<file path="config.mk">
export PLATFORM = sky130hd
export DESIGN_NAME = kmc_config_bank
export DESIGN_NICKNAME = d
export VERILOG_FILES = /design/src/hw/kmc_pkg.sv /design/src/hw/kmc_sync.sv /design/src/hw/kmc_config_bank.sv
export SDC_FILE = /design/constraint.sdc
export NUM_CORES = 1
export LEC_CHECK = 0
export BUFFER_PORTS_ARGS = -buffer_cell sky130_fd_sc_hd__buf_2
export CAP_MARGIN = 20
export CORE_MARGIN = 4
export CORE_UTILIZATION = 52
export DETAILED_ROUTE_END_ITERATION = 10
export GPL_ROUTABILITY_DRIVEN = 0
export HOLD_SLACK_MARGIN = 0.03
export MAX_ROUTING_LAYER = met4
export PLACE_DENSITY = 0.87
export SETUP_SLACK_MARGIN = 0.3
export SYNTH_ARGS = -nofsm -noshare
export SYNTH_HDL_FRONTEND = slang
export SYNTH_SLANG_ARGS = --single-unit
</file>
<file path="constraint.sdc">
create_clock -name I_SYS_CLK -period 2.7 [get_ports I_SYS_CLK]
set_input_delay 0.27 -clock I_SYS_CLK [delete_from_list [all_inputs] [get_ports I_SYS_CLK]]
set_output_delay 0.27 -clock I_SYS_CLK [all_outputs]
set_load 0.1 [all_outputs]
</file>
<file path="src/hw/kmc_pkg.sv">
// constants and state layout for the keyboard and mouse configuration bank
// assumes a 250 MHz system clock and an APB master with 32-bit data
package kmc_pkg;

	// -------------------------------------------------------------------
	// register indices; byte address on APB is four times the index
	// -------------------------------------------------------------------
	localparam logic [7:0] IDX_LDN = 8'h07;
	localparam logic [7:0] IDX_ACT = 8'h30;
	localparam logic [7:0] IDX_DBASE_HI = 8'h60;
	localparam logic [7:0] IDX_DBASE_LO = 8'h61;
	localparam logic [7:0] IDX_CBASE_HI = 8'h62;
	localparam logic [7:0] IDX_CBASE_LO = 8'h63;
	localparam logic [7:0] IDX_IRQ_NUM = 8'h70;
	localparam logic [7:0] IDX_IRQ_TYPE = 8'h71;
	localparam logic [7:0] IDX_DMA_A = 8'h74;
	localparam logic [7:0] IDX_DMA_B = 8'h75;
	localparam logic [7:0] IDX_CFG = 8'hF0;

	// logical device numbers selected through IDX_LDN
	localparam logic [7:0] LDN_MOUSE = 8'h05;
	localparam logic [7:0] LDN_KBD = 8'h06;

	// -------------------------------------------------------------------
	// reset values and the fixed DMA report value
	// -------------------------------------------------------------------
	localparam logic [7:0] RST_LDN = 8'h06;
	localparam logic [7:0] RST_MOUSE_ACT = 8'h00;
	localparam logic [7:0] RST_KBD_ACT = 8'h01;
	localparam logic [7:0] RST_DBASE_HI = 8'h00;
	localparam logic [7:0] RST_DBASE_LO = 8'h60;
	localparam logic [7:0] RST_CBASE_HI = 8'h00;
	localparam logic [7:0] RST_CBASE_LO = 8'h64;
	localparam logic [7:0] RST_MOUSE_IRQ_NUM = 8'h0C;
	localparam logic [7:0] RST_KBD_IRQ_NUM = 8'h01;
	localparam logic [7:0] RST_IRQ_TYPE = 8'h02;
	localparam logic [7:0] RST_CFG = 8'h40;
	localparam logic [7:0] DMA_NONE = 8'h04;

	// -------------------------------------------------------------------
	// field positions and fixed bits
	// -------------------------------------------------------------------
	localparam int ACT_BIT = 0;
	localparam int TYPE_MSB = 1;
	localparam int BASE_HI_MSB = 2;
	localparam int BASE_LO_LSB = 3;
	localparam int CFG_CLK_MSB = 7;
	localparam int CFG_CLK_LSB = 6;
	localparam int CFG_TRI_BIT = 0;
	localparam logic [2:0] DBASE_LO_FIXED = 3'b000;
	localparam logic [2:0] CBASE_LO_FIXED = 3'b100;

	// pin order in the four-bit pin vectors
	localparam int NUM_PINS = 4;
	localparam int PIN_TYP_CLK = 0;
	localparam int PIN_TYP_DAT = 1;
	localparam int PIN_PTR_CLK = 2;
	localparam int PIN_PTR_DAT = 3;
	localparam int NUM_IRQ = 16;

	typedef enum logic [1:0] {
		CLK_8MHZ = 2'b00,
		CLK_12MHZ = 2'b01,
		CLK_16MHZ = 2'b10,
		CLK_RSVD = 2'b11
	} kmc_clk_sel_t;

	typedef struct packed {
		logic [7:0] ldn;
		logic mouse_act;
		logic kbd_act;
		logic [2:0] dbase_hi;
		logic [4:0] dbase_lo;
		logic [2:0] cbase_hi;
		logic [4:0] cbase_lo;
		logic [7:0] m_num;
		logic [7:0] k_num;
		logic [1:0] m_type;
		logic [1:0] k_type;
		kmc_clk_sel_t clk_sel;
		logic tri_en;
		logic [31:0] prdata;
		logic pslverr;
		logic [NUM_IRQ-1:0] irq;
		logic [NUM_PINS-1:0] pin_oe;
	} kmc_state_t;

endpackage

</file>
<file path="src/hw/kmc_sync.sv">
// two-flop synchroniser, one stage pair per pin bit
// assumes asynchronous pin levels and a clock enable from the system domain
`timescale 1ns/1ns
`default_nettype none
module kmc_sync #(
	parameter int WIDTH = 4
) (
	input wire logic i_clk,
	input wire logic i_srst,
	input wire logic i_ce,
	input wire logic [WIDTH-1:0] i_async,
	output logic [WIDTH-1:0] o_sync
);

	// -------------------------------------------------------------------
	// stages
	// -------------------------------------------------------------------
	// pins idle high (open drain with pull-up), so reset to one
	genvar g;
	generate
		for (g = 0; g < WIDTH; g++) begin : g_bit
			logic meta_r;
			logic sync_r;
			always_ff @(posedge i_clk) begin
				if (i_srst) begin
					meta_r <= 1'b1;
					sync_r <= 1'b1;
				end else if (i_ce) begin
					meta_r <= i_async[g];
					sync_r <= meta_r;
				end
			end
			assign o_sync[g] = sync_r;
		end
	endgenerate

endmodule
`default_nettype wire

</file>
<file path="src/hw/kmc_config_bank.sv">
// configuration bank for the mouse and keyboard logical devices
// assumes an APB3 master, a controller core on the same clock that raises
// interrupt requests and pulls the open-drain pins, and a pad ring that
// resolves the pins from the output enables
`timescale 1ns/1ns
`default_nettype none

module kmc_config_bank
	import kmc_pkg::*;
(
	input wire logic I_SYS_CLK,
	input wire logic I_SRST,
	input wire logic I_CE,
	input wire logic I_PSEL,
	input wire logic I_PENABLE,
	input wire logic I_PWRITE,
	input wire logic [11:0] I_PADDR,
	input wire logic [31:0] I_PWDATA,
	output logic O_PREADY,
	output logic [31:0] O_PRDATA,
	output logic O_PSLVERR,
	input wire logic I_KBD_IRQ_REQ,
	input wire logic I_MOUSE_IRQ_REQ,
	output logic [NUM_IRQ-1:0] O_IRQ,
	output logic [1:0] O_KBD_IRQ_TYPE,
	output logic [1:0] O_MOUSE_IRQ_TYPE,
	output logic O_KBD_ACTIVE,
	output logic O_MOUSE_ACTIVE,
	output logic [1:0] O_CLK_SEL,
	output logic O_CLK_SEL_OK,
	output logic [15:0] O_KBD_DATA_BASE,
	output logic [15:0] O_KBD_CMD_BASE,
	input wire logic [NUM_PINS-1:0] I_CORE_PULL_LOW,
	output logic [NUM_PINS-1:0] O_CORE_PIN_IN,
	input wire logic [NUM_PINS-1:0] I_DEV_PIN_IN,
	output logic [NUM_PINS-1:0] O_DEV_PIN_O,
	output logic [NUM_PINS-1:0] O_DEV_PIN_OE
);

	// -------------------------------------------------------------------
	// state and decode
	// -------------------------------------------------------------------
	kmc_state_t s_r;
	kmc_state_t s_nxt;
	kmc_state_t rst_state;
	logic [7:0] idx;
	logic addr_ok;
	logic setup;
	logic access;
	logic rd_hit;
	logic [7:0] rd_data;
	logic [7:0] wd;
	logic [1:0] wd_clk;

	assign idx = I_PADDR[9:2];
	assign addr_ok = (I_PADDR[1:0] == 2'b00) && (I_PADDR[11:10] == 2'b00);
	assign setup = I_PSEL && !I_PENABLE;
	assign access = I_PSEL && I_PENABLE;
	assign wd = I_PWDATA[7:0];
	assign wd_clk = I_PWDATA[CFG_CLK_MSB:CFG_CLK_LSB];

	always_comb begin
		rst_state = '0;
		rst_state.ldn = RST_LDN;
		rst_state.mouse_act = RST_MOUSE_ACT[ACT_BIT];
		rst_state.kbd_act = RST_KBD_ACT[ACT_BIT];
		rst_state.dbase_hi = RST_DBASE_HI[BASE_HI_MSB:0];
		rst_state.dbase_lo = RST_DBASE_LO[7:BASE_LO_LSB];
		rst_state.cbase_hi = RST_CBASE_HI[BASE_HI_MSB:0];
		rst_state.cbase_lo = RST_CBASE_LO[7:BASE_LO_LSB];
		rst_state.m_num = RST_MOUSE_IRQ_NUM;
		rst_state.k_num = RST_KBD_IRQ_NUM;
		rst_state.m_type = RST_IRQ_TYPE[TYPE_MSB:0];
		rst_state.k_type = RST_IRQ_TYPE[TYPE_MSB:0];
		rst_state.clk_sel = kmc_clk_sel_t'(RST_CFG[CFG_CLK_MSB:CFG_CLK_LSB]);
		rst_state.tri_en = RST_CFG[CFG_TRI_BIT];
	end

	// -------------------------------------------------------------------
	// read decode
	// -------------------------------------------------------------------
	// a logical device number other than mouse or keyboard maps nothing
	// but the selector itself, so software can always recover
	always_comb begin
		rd_hit = 1'b0;
		rd_data = 8'h00;
		if (addr_ok && idx == IDX_LDN) begin
			rd_hit = 1'b1;
			rd_data = s_r.ldn;
		end else if (addr_ok && s_r.ldn == LDN_MOUSE) begin
			case (idx)
				IDX_ACT: begin
					rd_hit = 1'b1;
					rd_data = {7'h00, s_r.mouse_act};
				end
				IDX_IRQ_NUM: begin
					rd_hit = 1'b1;
					rd_data = s_r.m_num;
				end
				IDX_IRQ_TYPE: begin
					rd_hit = 1'b1;
					rd_data = {6'h00, s_r.m_type};
				end
				IDX_DMA_A, IDX_DMA_B: begin
					rd_hit = 1'b1;
					rd_data = DMA_NONE;
				end
				default: begin
					rd_hit = 1'b0;
				end
			endcase
		end else if (addr_ok && s_r.ldn == LDN_KBD) begin
			case (idx)
				IDX_ACT: begin
					rd_hit = 1'b1;
					rd_data = {7'h00, s_r.kbd_act};
				end
				IDX_DBASE_HI: begin
					rd_hit = 1'b1;
					rd_data = {5'h00, s_r.dbase_hi};
				end
				IDX_DBASE_LO: begin
					rd_hit = 1'b1;
					rd_data = {s_r.dbase_lo, DBASE_LO_FIXED};
				end
				IDX_CBASE_HI: begin
					rd_hit = 1'b1;
					rd_data = {5'h00, s_r.cbase_hi};
				end
				IDX_CBASE_LO: begin
					rd_hit = 1'b1;
					rd_data = {s_r.cbase_lo, CBASE_LO_FIXED};
				end
				IDX_IRQ_NUM: begin
					rd_hit = 1'b1;
					rd_data = s_r.k_num;
				end
				IDX_IRQ_TYPE: begin
					rd_hit = 1'b1;
					rd_data = {6'h00, s_r.k_type};
				end
				IDX_DMA_A, IDX_DMA_B: begin
					rd_hit = 1'b1;
					rd_data = DMA_NONE;
				end
				IDX_CFG: begin
					rd_hit = 1'b1;
					rd_data = {s_r.clk_sel, 5'h00, s_r.tri_en};
				end
				default: begin
					rd_hit = 1'b0;
				end
			endcase
		end
	end

	// -------------------------------------------------------------------
	// next state
	// -------------------------------------------------------------------
	always_comb begin
		s_nxt = s_r;
		if (I_CE) begin
			// read data and error are prepared in the setup cycle so the
			// access phase can finish with no wait state
			if (setup) begin
				s_nxt.prdata = {24'h00_0000, rd_data};
				s_nxt.pslverr = !rd_hit;
			end
			if (access && I_PWRITE && rd_hit) begin
				if (idx == IDX_LDN) begin
					s_nxt.ldn = wd;
				end else if (s_r.ldn == LDN_MOUSE) begin
					case (idx)
						IDX_ACT: s_nxt.mouse_act = wd[ACT_BIT];
						IDX_IRQ_NUM: s_nxt.m_num = wd;
						IDX_IRQ_TYPE: s_nxt.m_type = wd[TYPE_MSB:0];
						default: s_nxt.m_num = s_r.m_num;
					endcase
				end else begin
					case (idx)
						IDX_ACT: s_nxt.kbd_act = wd[ACT_BIT];
						IDX_DBASE_HI: s_nxt.dbase_hi = wd[BASE_HI_MSB:0];
						IDX_DBASE_LO: s_nxt.dbase_lo = wd[7:BASE_LO_LSB];
						IDX_CBASE_HI: s_nxt.cbase_hi = wd[BASE_HI_MSB:0];
						IDX_CBASE_LO: s_nxt.cbase_lo = wd[7:BASE_LO_LSB];
						IDX_IRQ_NUM: s_nxt.k_num = wd;
						IDX_IRQ_TYPE: s_nxt.k_type = wd[TYPE_MSB:0];
						IDX_CFG: begin
							// taken as written; core must be idle
							s_nxt.clk_sel = kmc_clk_sel_t'(wd_clk);
							s_nxt.tri_en = wd[CFG_TRI_BIT];
						end
						default: s_nxt.k_num = s_r.k_num;
					endcase
				end
			end
			// line 0 is never driven; it doubles as "no interrupt"
			s_nxt.irq = '0;
			for (int i = 1; i < NUM_IRQ; i++) begin
				if (s_r.mouse_act && I_MOUSE_IRQ_REQ && s_r.m_num[3:0] == 4'(i)) begin
					s_nxt.irq[i] = 1'b1;
				end
				if (I_KBD_IRQ_REQ && s_r.k_num[3:0] == 4'(i)) begin
					s_nxt.irq[i] = 1'b1;
				end
			end
			for (int p = 0; p < NUM_PINS; p++) begin
				s_nxt.pin_oe[p] = I_CORE_PULL_LOW[p];
			end
			if (s_r.tri_en && !s_r.kbd_act) begin
				s_nxt.pin_oe[PIN_TYP_CLK] = 1'b0;
				s_nxt.pin_oe[PIN_TYP_DAT] = 1'b0;
			end
			if (s_r.tri_en && !s_r.mouse_act) begin
				s_nxt.pin_oe[PIN_PTR_CLK] = 1'b0;
				s_nxt.pin_oe[PIN_PTR_DAT] = 1'b0;
			end
		end
		if (I_SRST) begin
			s_nxt = rst_state;
		end
	end

	always_ff @(posedge I_SYS_CLK) begin
		s_r <= s_nxt;
	end

	// -------------------------------------------------------------------
	// pins and outputs
	// -------------------------------------------------------------------
	kmc_sync #(
		.WIDTH(NUM_PINS)
	) kmc_sync_inst (
		.i_clk(I_SYS_CLK),
		.i_srst(I_SRST),
		.i_ce(I_CE),
		.i_async(I_DEV_PIN_IN),
		.o_sync(O_CORE_PIN_IN)
	);

	// open drain: only ever drives low
	assign O_DEV_PIN_O = '0;
	assign O_DEV_PIN_OE = s_r.pin_oe;
	assign O_PREADY = 1'b1;
	assign O_PRDATA = s_r.prdata;
	assign O_PSLVERR = s_r.pslverr;
	assign O_IRQ = s_r.irq;
	assign O_KBD_IRQ_TYPE = s_r.k_type;
	assign O_MOUSE_IRQ_TYPE = s_r.m_type;
	assign O_KBD_ACTIVE = s_r.kbd_act;
	// mouse activation gates nothing on the host command path
	assign O_MOUSE_ACTIVE = s_r.mouse_act;
	assign O_CLK_SEL = s_r.clk_sel;
	assign O_CLK_SEL_OK = (s_r.clk_sel != CLK_RSVD);
	assign O_KBD_DATA_BASE = {5'h00, s_r.dbase_hi, s_r.dbase_lo,
		DBASE_LO_FIXED};
	assign O_KBD_CMD_BASE = {5'h00, s_r.cbase_hi, s_r.cbase_lo,
		CBASE_LO_FIXED};
endmodule
`default_nettype wire

</file>
**Word level (Yosys, flattened, before mapping)**

Cells that the tools add are included.

- Register bits after elaboration: 85
- Output and inout port bits: 103
- Logic and storage cells: 176

- Equal/unequal tests: 44
- Multiplexer cells: 42
- Bitwise gates (word level): 2
- Reductions and logical operators: 63

Operators by type and width:

| cell | number |
|---|---|
| 8-bit case mux with 9 select lines | 1 |
| 4-bit equality test, second input constant | 16 |
| 8-bit by 7-bit equality test with 1-bit output, second input constant | 8 |
| 5-bit AND reduction | 11 |
| 1-bit logical AND | 41 |
| 1-bit two-way mux | 35 |
| 4-bit by 3-bit equality test with 1-bit output, second input constant | 8 |
| 8-bit case mux with 4 select lines | 1 |
| 8-bit by 3-bit equality test with 1-bit output, second input constant | 3 |
| 8-bit two-way mux | 3 |
| 4-bit by 2-bit equality test with 1-bit output, second input constant | 4 |
| 10-bit OR reduction | 1 |
| 4-bit by 1-bit equality test with 1-bit output, second input constant | 2 |
| 8-bit by 6-bit equality test with 1-bit output, second input constant | 1 |
| 8-bit equality test, second input constant | 1 |
| 5-bit OR reduction | 1 |
| 1-bit zero test | 4 |
| 2-bit zero test | 2 |
| 2-bit two-way mux | 2 |
| 3-bit AND reduction | 1 |
| 2-bit != test, second input constant | 1 |
| 1-bit NOT | 2 |
| 2-bit AND reduction | 1 |
| 2-bit OR reduction | 1 |

**Longest topological paths before layout**

Gate-level depths: netlist (run 1).

- Depth in word-level cells: 8
- Gate-level depth with buffers: 9
- Depth with buffers taken out: 5

**Hierarchy**

Synthesis (run 1) repeated with hierarchy kept, for this count alone.

- Cells, all modules: 571
- Area total of the unflattened synthesis: 5,048.6 sq um

By module, submodules not included:

| module | instances | cells an instance | area an instance (sq um) | seq. area each (sq um) |
|---|---|---|---|---|
| kmc_config_bank | 1 | 541 | 4,715.8 | 1,541.5 |
| kmc_sync | 1 | 30 | 332.8 | 160.2 |

**Least setup slack after synthesis (run 1)**

OpenSTA, ideal clock, no wires.

- Path kind: input port to flip-flop
- From: in I_PADDR[5]
- To: reg s_r, in the netlist O_PRDATA[0]
- Library setup time: 0.134 ns
- Data arrival time: 1.938 ns
- Required time: 2.566 ns
- Slack: 0.628 ns
- Cell stages on the path: 6
- Path through: buf_6 or4b_4 or4_1 or3_1 o21ai_0 a211oi_2

- Word-level cells in the longest chain between the ends: 6

Ends and longest elaborated chain:

| item | RTL line | RTL |
|---|---|---|
| start: declaration | kmc_config_bank.sv:17 | `input wire logic [11:0] I_PADDR,` |
| 8-bit by 7-bit equality test with 1-bit output | kmc_config_bank.sv:91, kmc_config_bank.sv:113 |  |
| 2-bit OR reduction | kmc_config_bank.sv:91, kmc_config_bank.sv:113 |  |
| 8-bit case mux with 9 select lines | kmc_config_bank.sv:113 | `case (idx)` |
| 8-bit two-way mux | kmc_config_bank.sv:112 | `end else if (addr_ok && s_r.ldn == LDN_KBD) begin` |
| 8-bit two-way mux | kmc_config_bank.sv:90 | `end else if (addr_ok && s_r.ldn == LDN_MOUSE) begin` |
| 8-bit two-way mux * | kmc_config_bank.sv:87 | `if (addr_ok && idx == IDX_LDN) begin` |
| end signal: assignment | kmc_config_bank.sv:225 | `s_r <= s_nxt;` |
| end: declaration | kmc_config_bank.sv:43 | `kmc_state_t s_r;` |

Mark *: on every way between the ends. The rest lies on a longest branch, timed or not.
A chain may end at the register's enable or synchronous reset.

**Worst setup path in the final report (run 1)**

- From: reg s_r[101] (netlist name)
- To: reg s_r[72] (netlist name)

- Word-level cells in the longest chain between the ends: 7

Ends and longest elaborated chain:

| item | RTL line | RTL |
|---|---|---|
| 8-bit by 3-bit equality test with 1-bit output | kmc_config_bank.sv:112 |  |
| 1-bit logical AND | kmc_config_bank.sv:112 |  |
| 1-bit two-way mux | kmc_config_bank.sv:112 |  |
| 1-bit two-way mux | kmc_config_bank.sv:90 |  |
| 1-bit two-way mux | kmc_config_bank.sv:87 |  |
| 1-bit logical AND | kmc_config_bank.sv:169 | `if (access && I_PWRITE && rd_hit) begin` |
| 5-bit AND reduction (no source line) * | -- |  |

Marked as above.

==> summary.txt, run 1 <==
Status: finished clean
FFs w/ async S/R, synth: 0
ANT cells: 0
Max Clk Rate: 0.443 GHz
Wire per inst: 17.1 um
Site Rows: 35
Met3 usage: 0.0391
Die footprint: 11400 um2
Routed WL: 13.0 mm
Met1 Use GR: 0.291
CP arrival: 2.54 ns
Grt ovf: 0
Slowest stage delay, CP: 0.59 ns
TritonRoute pass-1 iters: 6
R2R setup slack: 0.44 ns
Initial antenna violation count: 0
R2R Path End: s_r[72]
CP Max Fanout: 8
Worst-Skew Late Latency: 0.36 ns
Clock Tree Root: clkbuf_8
Setup TNS: 0 ns
Post-Syn Instances: 600
Tot Pwr: 0.00295 W
EDFF count, synth: 0
CP Data Required Time: 2.98 ns
Post-CTS Setup Repair Bufs: 0
I/O pin count: 163
Starting Density: 0.542
Register area: 1700 um2
Layout Skew: 0.0120 ns
CP top delay family: simple AND/OR/NAND/NOR gates
Most frequent CP cell: buf_4
RSZ-0062 raised after global routing: false
First-pass GRT wire length: 20.1 mm
Routed Antenna Nets: 0
Slew Viols, Final: 0
Vias in the first global route: 4022
Final setup margin: 0.441 ns
CTS tree: built
Hold path cells: 3
# DRC: 0
Worst reg-to-reg path cell count: 7
Clock sink count: 85
CTS buffer count: 9
Synthesis-to-finish area growth: 3.84%
GRT met2 Usage: 0.349
GRT Total Usage: 0.225
CP startpoint kind: flip-flop
Largest net degree at the start of global routing: 58
Worst Path Class, Setup: reg2reg
Synth warnings: 0
Crit-path slowest cell: or4_4
Post-synthesis sequential area ratio: 0.335
Maximum vdd drop: 0.000292 V
Pleak: 2.22 nW
Hold Fails Final Rpt: 0
PD cells: 558 nW/um2
Vias per cell: 5.85
Layout Nets: 686
Tmin final: 2.26 ns
Initial drt markers: 570
Dpl ws: 0.272 ns
CTS HTree Levels: 3
Die Width: 107 um
Layout cells sized above 1: 0.216
Mapped Area: 5080 um2
Fill cells: 840
Crit path depth: 7
CP startpoint: s_r[101]
Tightest Hold Check Type: in2reg
Crit-path cells: or4_4 -> nor4_2 -> a32o_1 -> buf_4 -> o2111a_1 -> buf_4 -> mux2i_1
Hold-fix buffers, CTS: 0
Synth unique cells: 67
Period utilisation layout: 0.837
Critical Path Sink Type: flip-flop
Clock buffer depth: 2
Busiest grt layer: met2
Maxcap violations: 0
Syn_area_per_cell: 8.47 um2
DR vias: 4441
Worst Max-Slew Pin Slew: 0.860 ns
Area of the core: 9370 um2
Max_slew headroom: 0.424
Dpl hpwl: 9.93 mm
Port bufs: 92
Worst Path Buf+Inv: 2
#FFs+latches synth: 85
Multi-input logic area: 2640 um2
Critical path endpoint: s_r[72]
Count of final setup violators: 0
Resize count post-CTS: 0
Reg-to-reg startpoint: s_r[101]
Clock Pin Slew Worst Setup and Hold Paths: 0.08 ns
DIE HEIGHT: 107 um
Most used DFF post-synth: dfxtp_1
==> cell usage after synthesis (4+ instances only) <==
master	count	area, um2
and3_1	7	43.8
o211ai_1	7	52.6
nor2_1	48	180
clkbuf_1	23	86.3
nor4_1	5	31.3
buf_4	101	758
o21ai_0	15	75.1
or3_1	5	31.3
a21oi_1	22	110
and2_1	5	31.3
a221o_1	5	50.1
and4_1	4	35.0
mux2i_1	42	420
a211oi_1	19	143
nand4_1	8	50.1
nand3_1	24	120
nor2b_1	9	56.3
a221oi_1	6	52.6
nor3_1	7	35.0
a32oi_1	6	52.6
nand2b_1	9	56.3
nand2_1	67	251
a22oi_1	9	67.6
dfxtp_1	85	1700
==> area by class of cell <==
| type | count | area share |
|---|---|---|
| Tap cell | 129 | 0.0306 |
| Inverter | 2 | 0.00142 |
| Clock buffer | 10 | 0.0261 |
| Timing Repair Buffer | 103 | 0.103 |
| Clock inverter | 5 | 0.0159 |
| Sequential cell | 85 | 0.323 |
| Multi-Input combinational cell | 425 | 0.501 |
==> per-stage QoR <==
step	util	hold WS, ns	area (um2)	std cells
2_1_floorplan	-	0.394	5250	644
3_3_place_gp	0.539	0.444	5050	744
3_5_place_dp	0.539	0.450	5050	744
4_1_cts	0.562	0.114	5270	759
5_1_grt	0.563	0.125	5280	759
6_report	0.563	0.131	5280	759
==> flip-flops by register name (all words and copies together) (netlist names) <==
signal / flops
O_CLK_SEL: 2
O_DEV_PIN_OE: 4
O_IRQ: 15
O_KBD_ACTIVE: 1
O_KBD_CMD_BASE: 8
O_KBD_DATA_BASE: 8
O_KBD_IRQ_TYPE: 2
O_MOUSE_ACTIVE: 1
O_MOUSE_IRQ_TYPE: 2
O_PRDATA: 8
O_PSLVERR: 1
kmc_sync_inst.g_bit.meta_r: 4
kmc_sync_inst.g_bit.sync_r: 4
s_r: 25
==> worst reg2reg max path, cell delays in order, from the launching register on <==
cell      delay [ns]
dfxtp_1         0.34
or4_4           0.59
nor4_2          0.31
a32o_1          0.23
buf_4           0.15
o2111a_1        0.17
buf_4           0.19
mux2i_1         0.20
==> kinds of logic after synthesis <==
family                 count (synthesis)  synth area share
AO/OA/AOI/OAI                        116             0.175
XOR/XNOR                               1           0.00172
buffers and inverters                134             0.179
flip-flops                            85             0.335
multiplexers                          43            0.0850
other                                  2           0.00148
AND/OR/NAND/NOR                      219             0.223
==> report_power, final <==
group	switching, W	internal [W]
Clock	0.000464	0.000545
Combinational	0.000567	0.0000797
Sequential	0.0000122	0.00128
==> routing by layer <==
layer	vias to the layer above	share of wire
li1	2071	-
met2	291	0.46
met3	34	0.099
met4	0	0.023
met5	-	0
met1	2045	0.42
==> layout by cell type, fill, tap and decap left out, drive strengths merged, types with 8 or more instances in the layout <==
cell type / synthesis / final
nor2b: 9 / 9
o21ai: 15 / 15
buf: 108 / 103
nand3: 24 / 24
clkbuf: 24 / 10
dfxtp: 85 / 85
nor2: 49 / 49
mux2i: 42 / 42
nand4: 8 / 8
a211oi: 20 / 20
a21oi: 22 / 22
a22oi: 9 / 9
nand2: 67 / 67
nand2b: 9 / 9
conb: 2 / 46
==> how the worst min path moves through the flow <==
stage,endpoint,from
after CTS,kmc_sync_inst.g_bit[0].meta_r,I_DEV_PIN_IN[0]
after floorplan,s_r[95],I_PWDATA[1]
after global placement,O_PSLVERR,O_PSLVERR
after global routing,kmc_sync_inst.g_bit[1].meta_r,I_DEV_PIN_IN[1]
final,kmc_sync_inst.g_bit[0].meta_r,I_DEV_PIN_IN[0]
after detailed placement,O_PSLVERR,O_PSLVERR
(Power assumes the default switching activity.)
==> run 2: changes to the inputs <==
==> constraint.sdc (replaced) <==
create_clock -name I_SYS_CLK -period 2.3 [get_ports I_SYS_CLK]
set_input_delay 0.23 -clock I_SYS_CLK [delete_from_list [all_inputs] [get_ports I_SYS_CLK]]
set_output_delay 0.23 -clock I_SYS_CLK [all_outputs]
set_load 0.1 [all_outputs]
==> run 2 against run 1 <==
  * The flow now finishes with violations (negative setup slack)
  * Register-to-register slack got worse by 0.46 ns
  * Clock power increased by 9%
  * Utilization increased by 3.3 points
  * Wire length increased by 13%
  * Sequential share of layout area decreased by 1.7 points
  * Worst hold slack got worse by 0.044 ns
  * Combinational power increased by 21%
  * Maximum frequency decreased by 2.8%
  * Via count increased by 6.6%
  * Critical path depth increased by 1
  * Critical path type unchanged
==> summary.txt, run 2 (same netlist as run 1, synthesis figures left out) <==
Critical Path Sink Type: flip-flop
CTS tree: built
Worst-case hold slack: 0.0873 ns (-0.0438 ns)
Worst Path Class, Setup: reg2reg
Period utilisation layout: 1.01 (+0.173)
Dpl hpwl: 10.2 mm (+2.7%)
CTS HTree Levels: 3 (unchanged)
Most frequent CP cell: buf_6
Most frequent cells in the layout: 92 x buf_2, 81 x dfxtp_1, 67 x nand2_1
Grt ovf: 0 (unchanged)
Biggest register: s_r
GRT Total Usage: 0.236 (+0.0110)
Die Width: 107 um (unchanged)
Vias per cell: 6.05 (+3.4%)
First-pass GRT wire length: 21.0 mm (+4.6%)
Maximum vdd drop: 0.000283 V (-3.1%)
Tmin final: 2.32 ns (+0.0644 ns)
Status: complete, but fails checks
Die footprint: 11400 um2 (unchanged)
Wire per inst: 18.7 um (+9.2%)
Starting Density: 0.542 (unchanged)
Largest net degree at the start of global routing: 58 (unchanged)
Synthesis-to-finish area growth: 9.87%
ANT cells: 0 (unchanged)
I/O pin count: 163 (unchanged)
CP top delay family: simple AND/OR/NAND/NOR gates
CP arrival: 2.57 ns (+0.03 ns)
Clock Pin Slew Worst Setup and Hold Paths: 0.09 ns (about the same)
Layout Skew: 0.0109 ns (-0.00111 ns)
Post-route cell area: 5580 um2 (+5.8%)
Routed WL: 14.6 mm (+13%)
Pleak: 2.36 nW (+6.3%)
CP Max Fanout: 5 (-3)
Dpl ws: 0.0405 ns (-0.232 ns)
Layout cells sized above 1: 0.271 (+0.0552)
Clock sink count: 85 (unchanged)
Final setup margin: -0.0233 ns (-0.464 ns)
DIE HEIGHT: 107 um (unchanged)
Hold Fails Final Rpt: 0 (unchanged)
Count of final setup violators: 1 (+1)
Failing checks: negative setup slack
Most common cell after layout, fill and taps aside: buf_2
Routed Antenna Nets: 0 (unchanged)
Layout Nets: 708 (+3.2%)
Max Clk Rate: 0.430 GHz (-2.8%)
Worst-Skew Late Latency: 0.35 ns (about the same)
Site Rows: 35 (unchanged)
PD cells: 608 nW/um2 (+8.9%)
Final Instance Count excl. Fillers: 782 (+3.0%)
Initial antenna violation count: 0 (unchanged)
Worst Path Buf+Inv: 3 (+1)
Slew Viols, Final: 0 (unchanged)
DR vias: 4732 (+6.6%)
Slowest stage delay, CP: 0.57 ns (-0.02 ns)
Area of the core: 9370 um2 (unchanged)
TritonRoute pass-1 iters: 6 (unchanged)
Hold-fix buffers, CTS: 0 (unchanged)
Initial drt markers: 844 (+48%)
Clock Tree Root: clkbuf_8
# DRC: 0 (unchanged)
CTS buffer count: 9 (unchanged)
RSZ-0062 raised after global routing: true
Placed Cells: 755 (+1.5%)
Clock buffer depth: 2 (unchanged)
Max reg flops: 25 (unchanged)
Placement Cell Area: 5150 um2 (+2.0%)
CP startpoint kind: flip-flop
Crit-path slowest cell: or4_4
Final core utilization: 0.596 (+0.0327)
Maxcap violations: 0 (unchanged)
CP Data Required Time: 2.55 ns (-0.43 ns)
Worst Max-Slew Pin Slew: 0.641 ns (-0.219 ns)
Max_slew headroom: 0.571 (+0.147)
Port bufs: 92 (unchanged)
Tightest Hold Check Type: in2reg
Vias in the first global route: 4129 (+2.7%)
Crit-path cells: or4_4 -> buf_6 -> nor4_4 -> buf_4 -> buf_6 -> a32oi_2 -> or3_1 -> a21o_1
run 2: cell types whose count changed in the layout (fill, tap and decap cells not counted), moves of 4 or more:
| cell | previous run | this run |
|---|---|---|
| buf_6 | 0 | 10 |
| o21ai_1 | 0 | 4 |
| o21ai_2 | 0 | 5 |
| buf_4 | 11 | 22 |
| o21ai_0 | 15 | 4 |
| dfxtp_1 | 85 | 81 |
| dfxtp_2 | 0 | 4 |
run 2: what timing repair did:
action                                  CTS  global route
pin swaps                                 4            10
cloned                                    0             1
endpoints found under the setup margin   40            50
hold endpoints to repair                  0             0
buffers inserted                          5             5
resized for setup                         9            38
run 2: final cells by class:
class	instances	area (um2)
sequential	85	1710
clock inverter	4	55.1
tap	129	161
clock buffer	12	145
fill	772	3790
timing repair buffer	125	758
inverter	2	7.51
multi-input combinational	425	2750
run 2: power by group:
| part | total (W) | switching [W] | leakage (nW) | internal [W] |
|---|---|---|---|---|
| clock | 0.00110 | 0.000557 | 0.0976 | 0.000541 |
| combinational | 0.000781 | 0.000676 | 1.57 | 0.000105 |
| sequential | 0.00151 | 0.0000143 | 0.693 | 0.00150 |
run 2: path summary, 6_finish.rpt:
check,startpoint,endpoint,depth (start not counted),slack (ns)
min reg2reg,O_PSLVERR,O_PSLVERR,2,0.45
max,s_r[100],O_CLK_SEL[0],8,-0.02
max reg2reg,s_r[100],O_CLK_SEL[0],8,-0.02
min,I_DEV_PIN_IN[3],kmc_sync_inst.g_bit[3].meta_r,3,0.09
run 2: routing by layer:
metal / wire length (um) / GRT usage / share of wire / vias up
met1: 5710 / 0.309 / 0.39 / 2133
li1: - / - / - / 2116
met2: 6550 / 0.360 / 0.45 / 386
met4: 694 / 0.0886 / 0.047 / 0
met5: 0 / - / 0 / -
met3: 1680 / 0.0488 / 0.11 / 97
run 2: per-stage QoR:
stage	TNS [ns]	power (W)
2_1_floorplan	0	0.00230
3_3_place_gp	0	0.00230
3_5_place_dp	0	0.00231
4_1_cts	0	0.00337
5_1_grt	-0.116	0.00351
6_report	-0.0233	0.00339
run 2: worst reg2reg max path, stage by stage, from the launching register on:
cell and delay (ns):
dfxtp_2 0.33, or4_4 0.57, buf_6 0.15, nor4_4 0.18
buf_4 0.17, buf_6 0.13, a32oi_2 0.13, or3_1 0.38
a21o_1 0.19
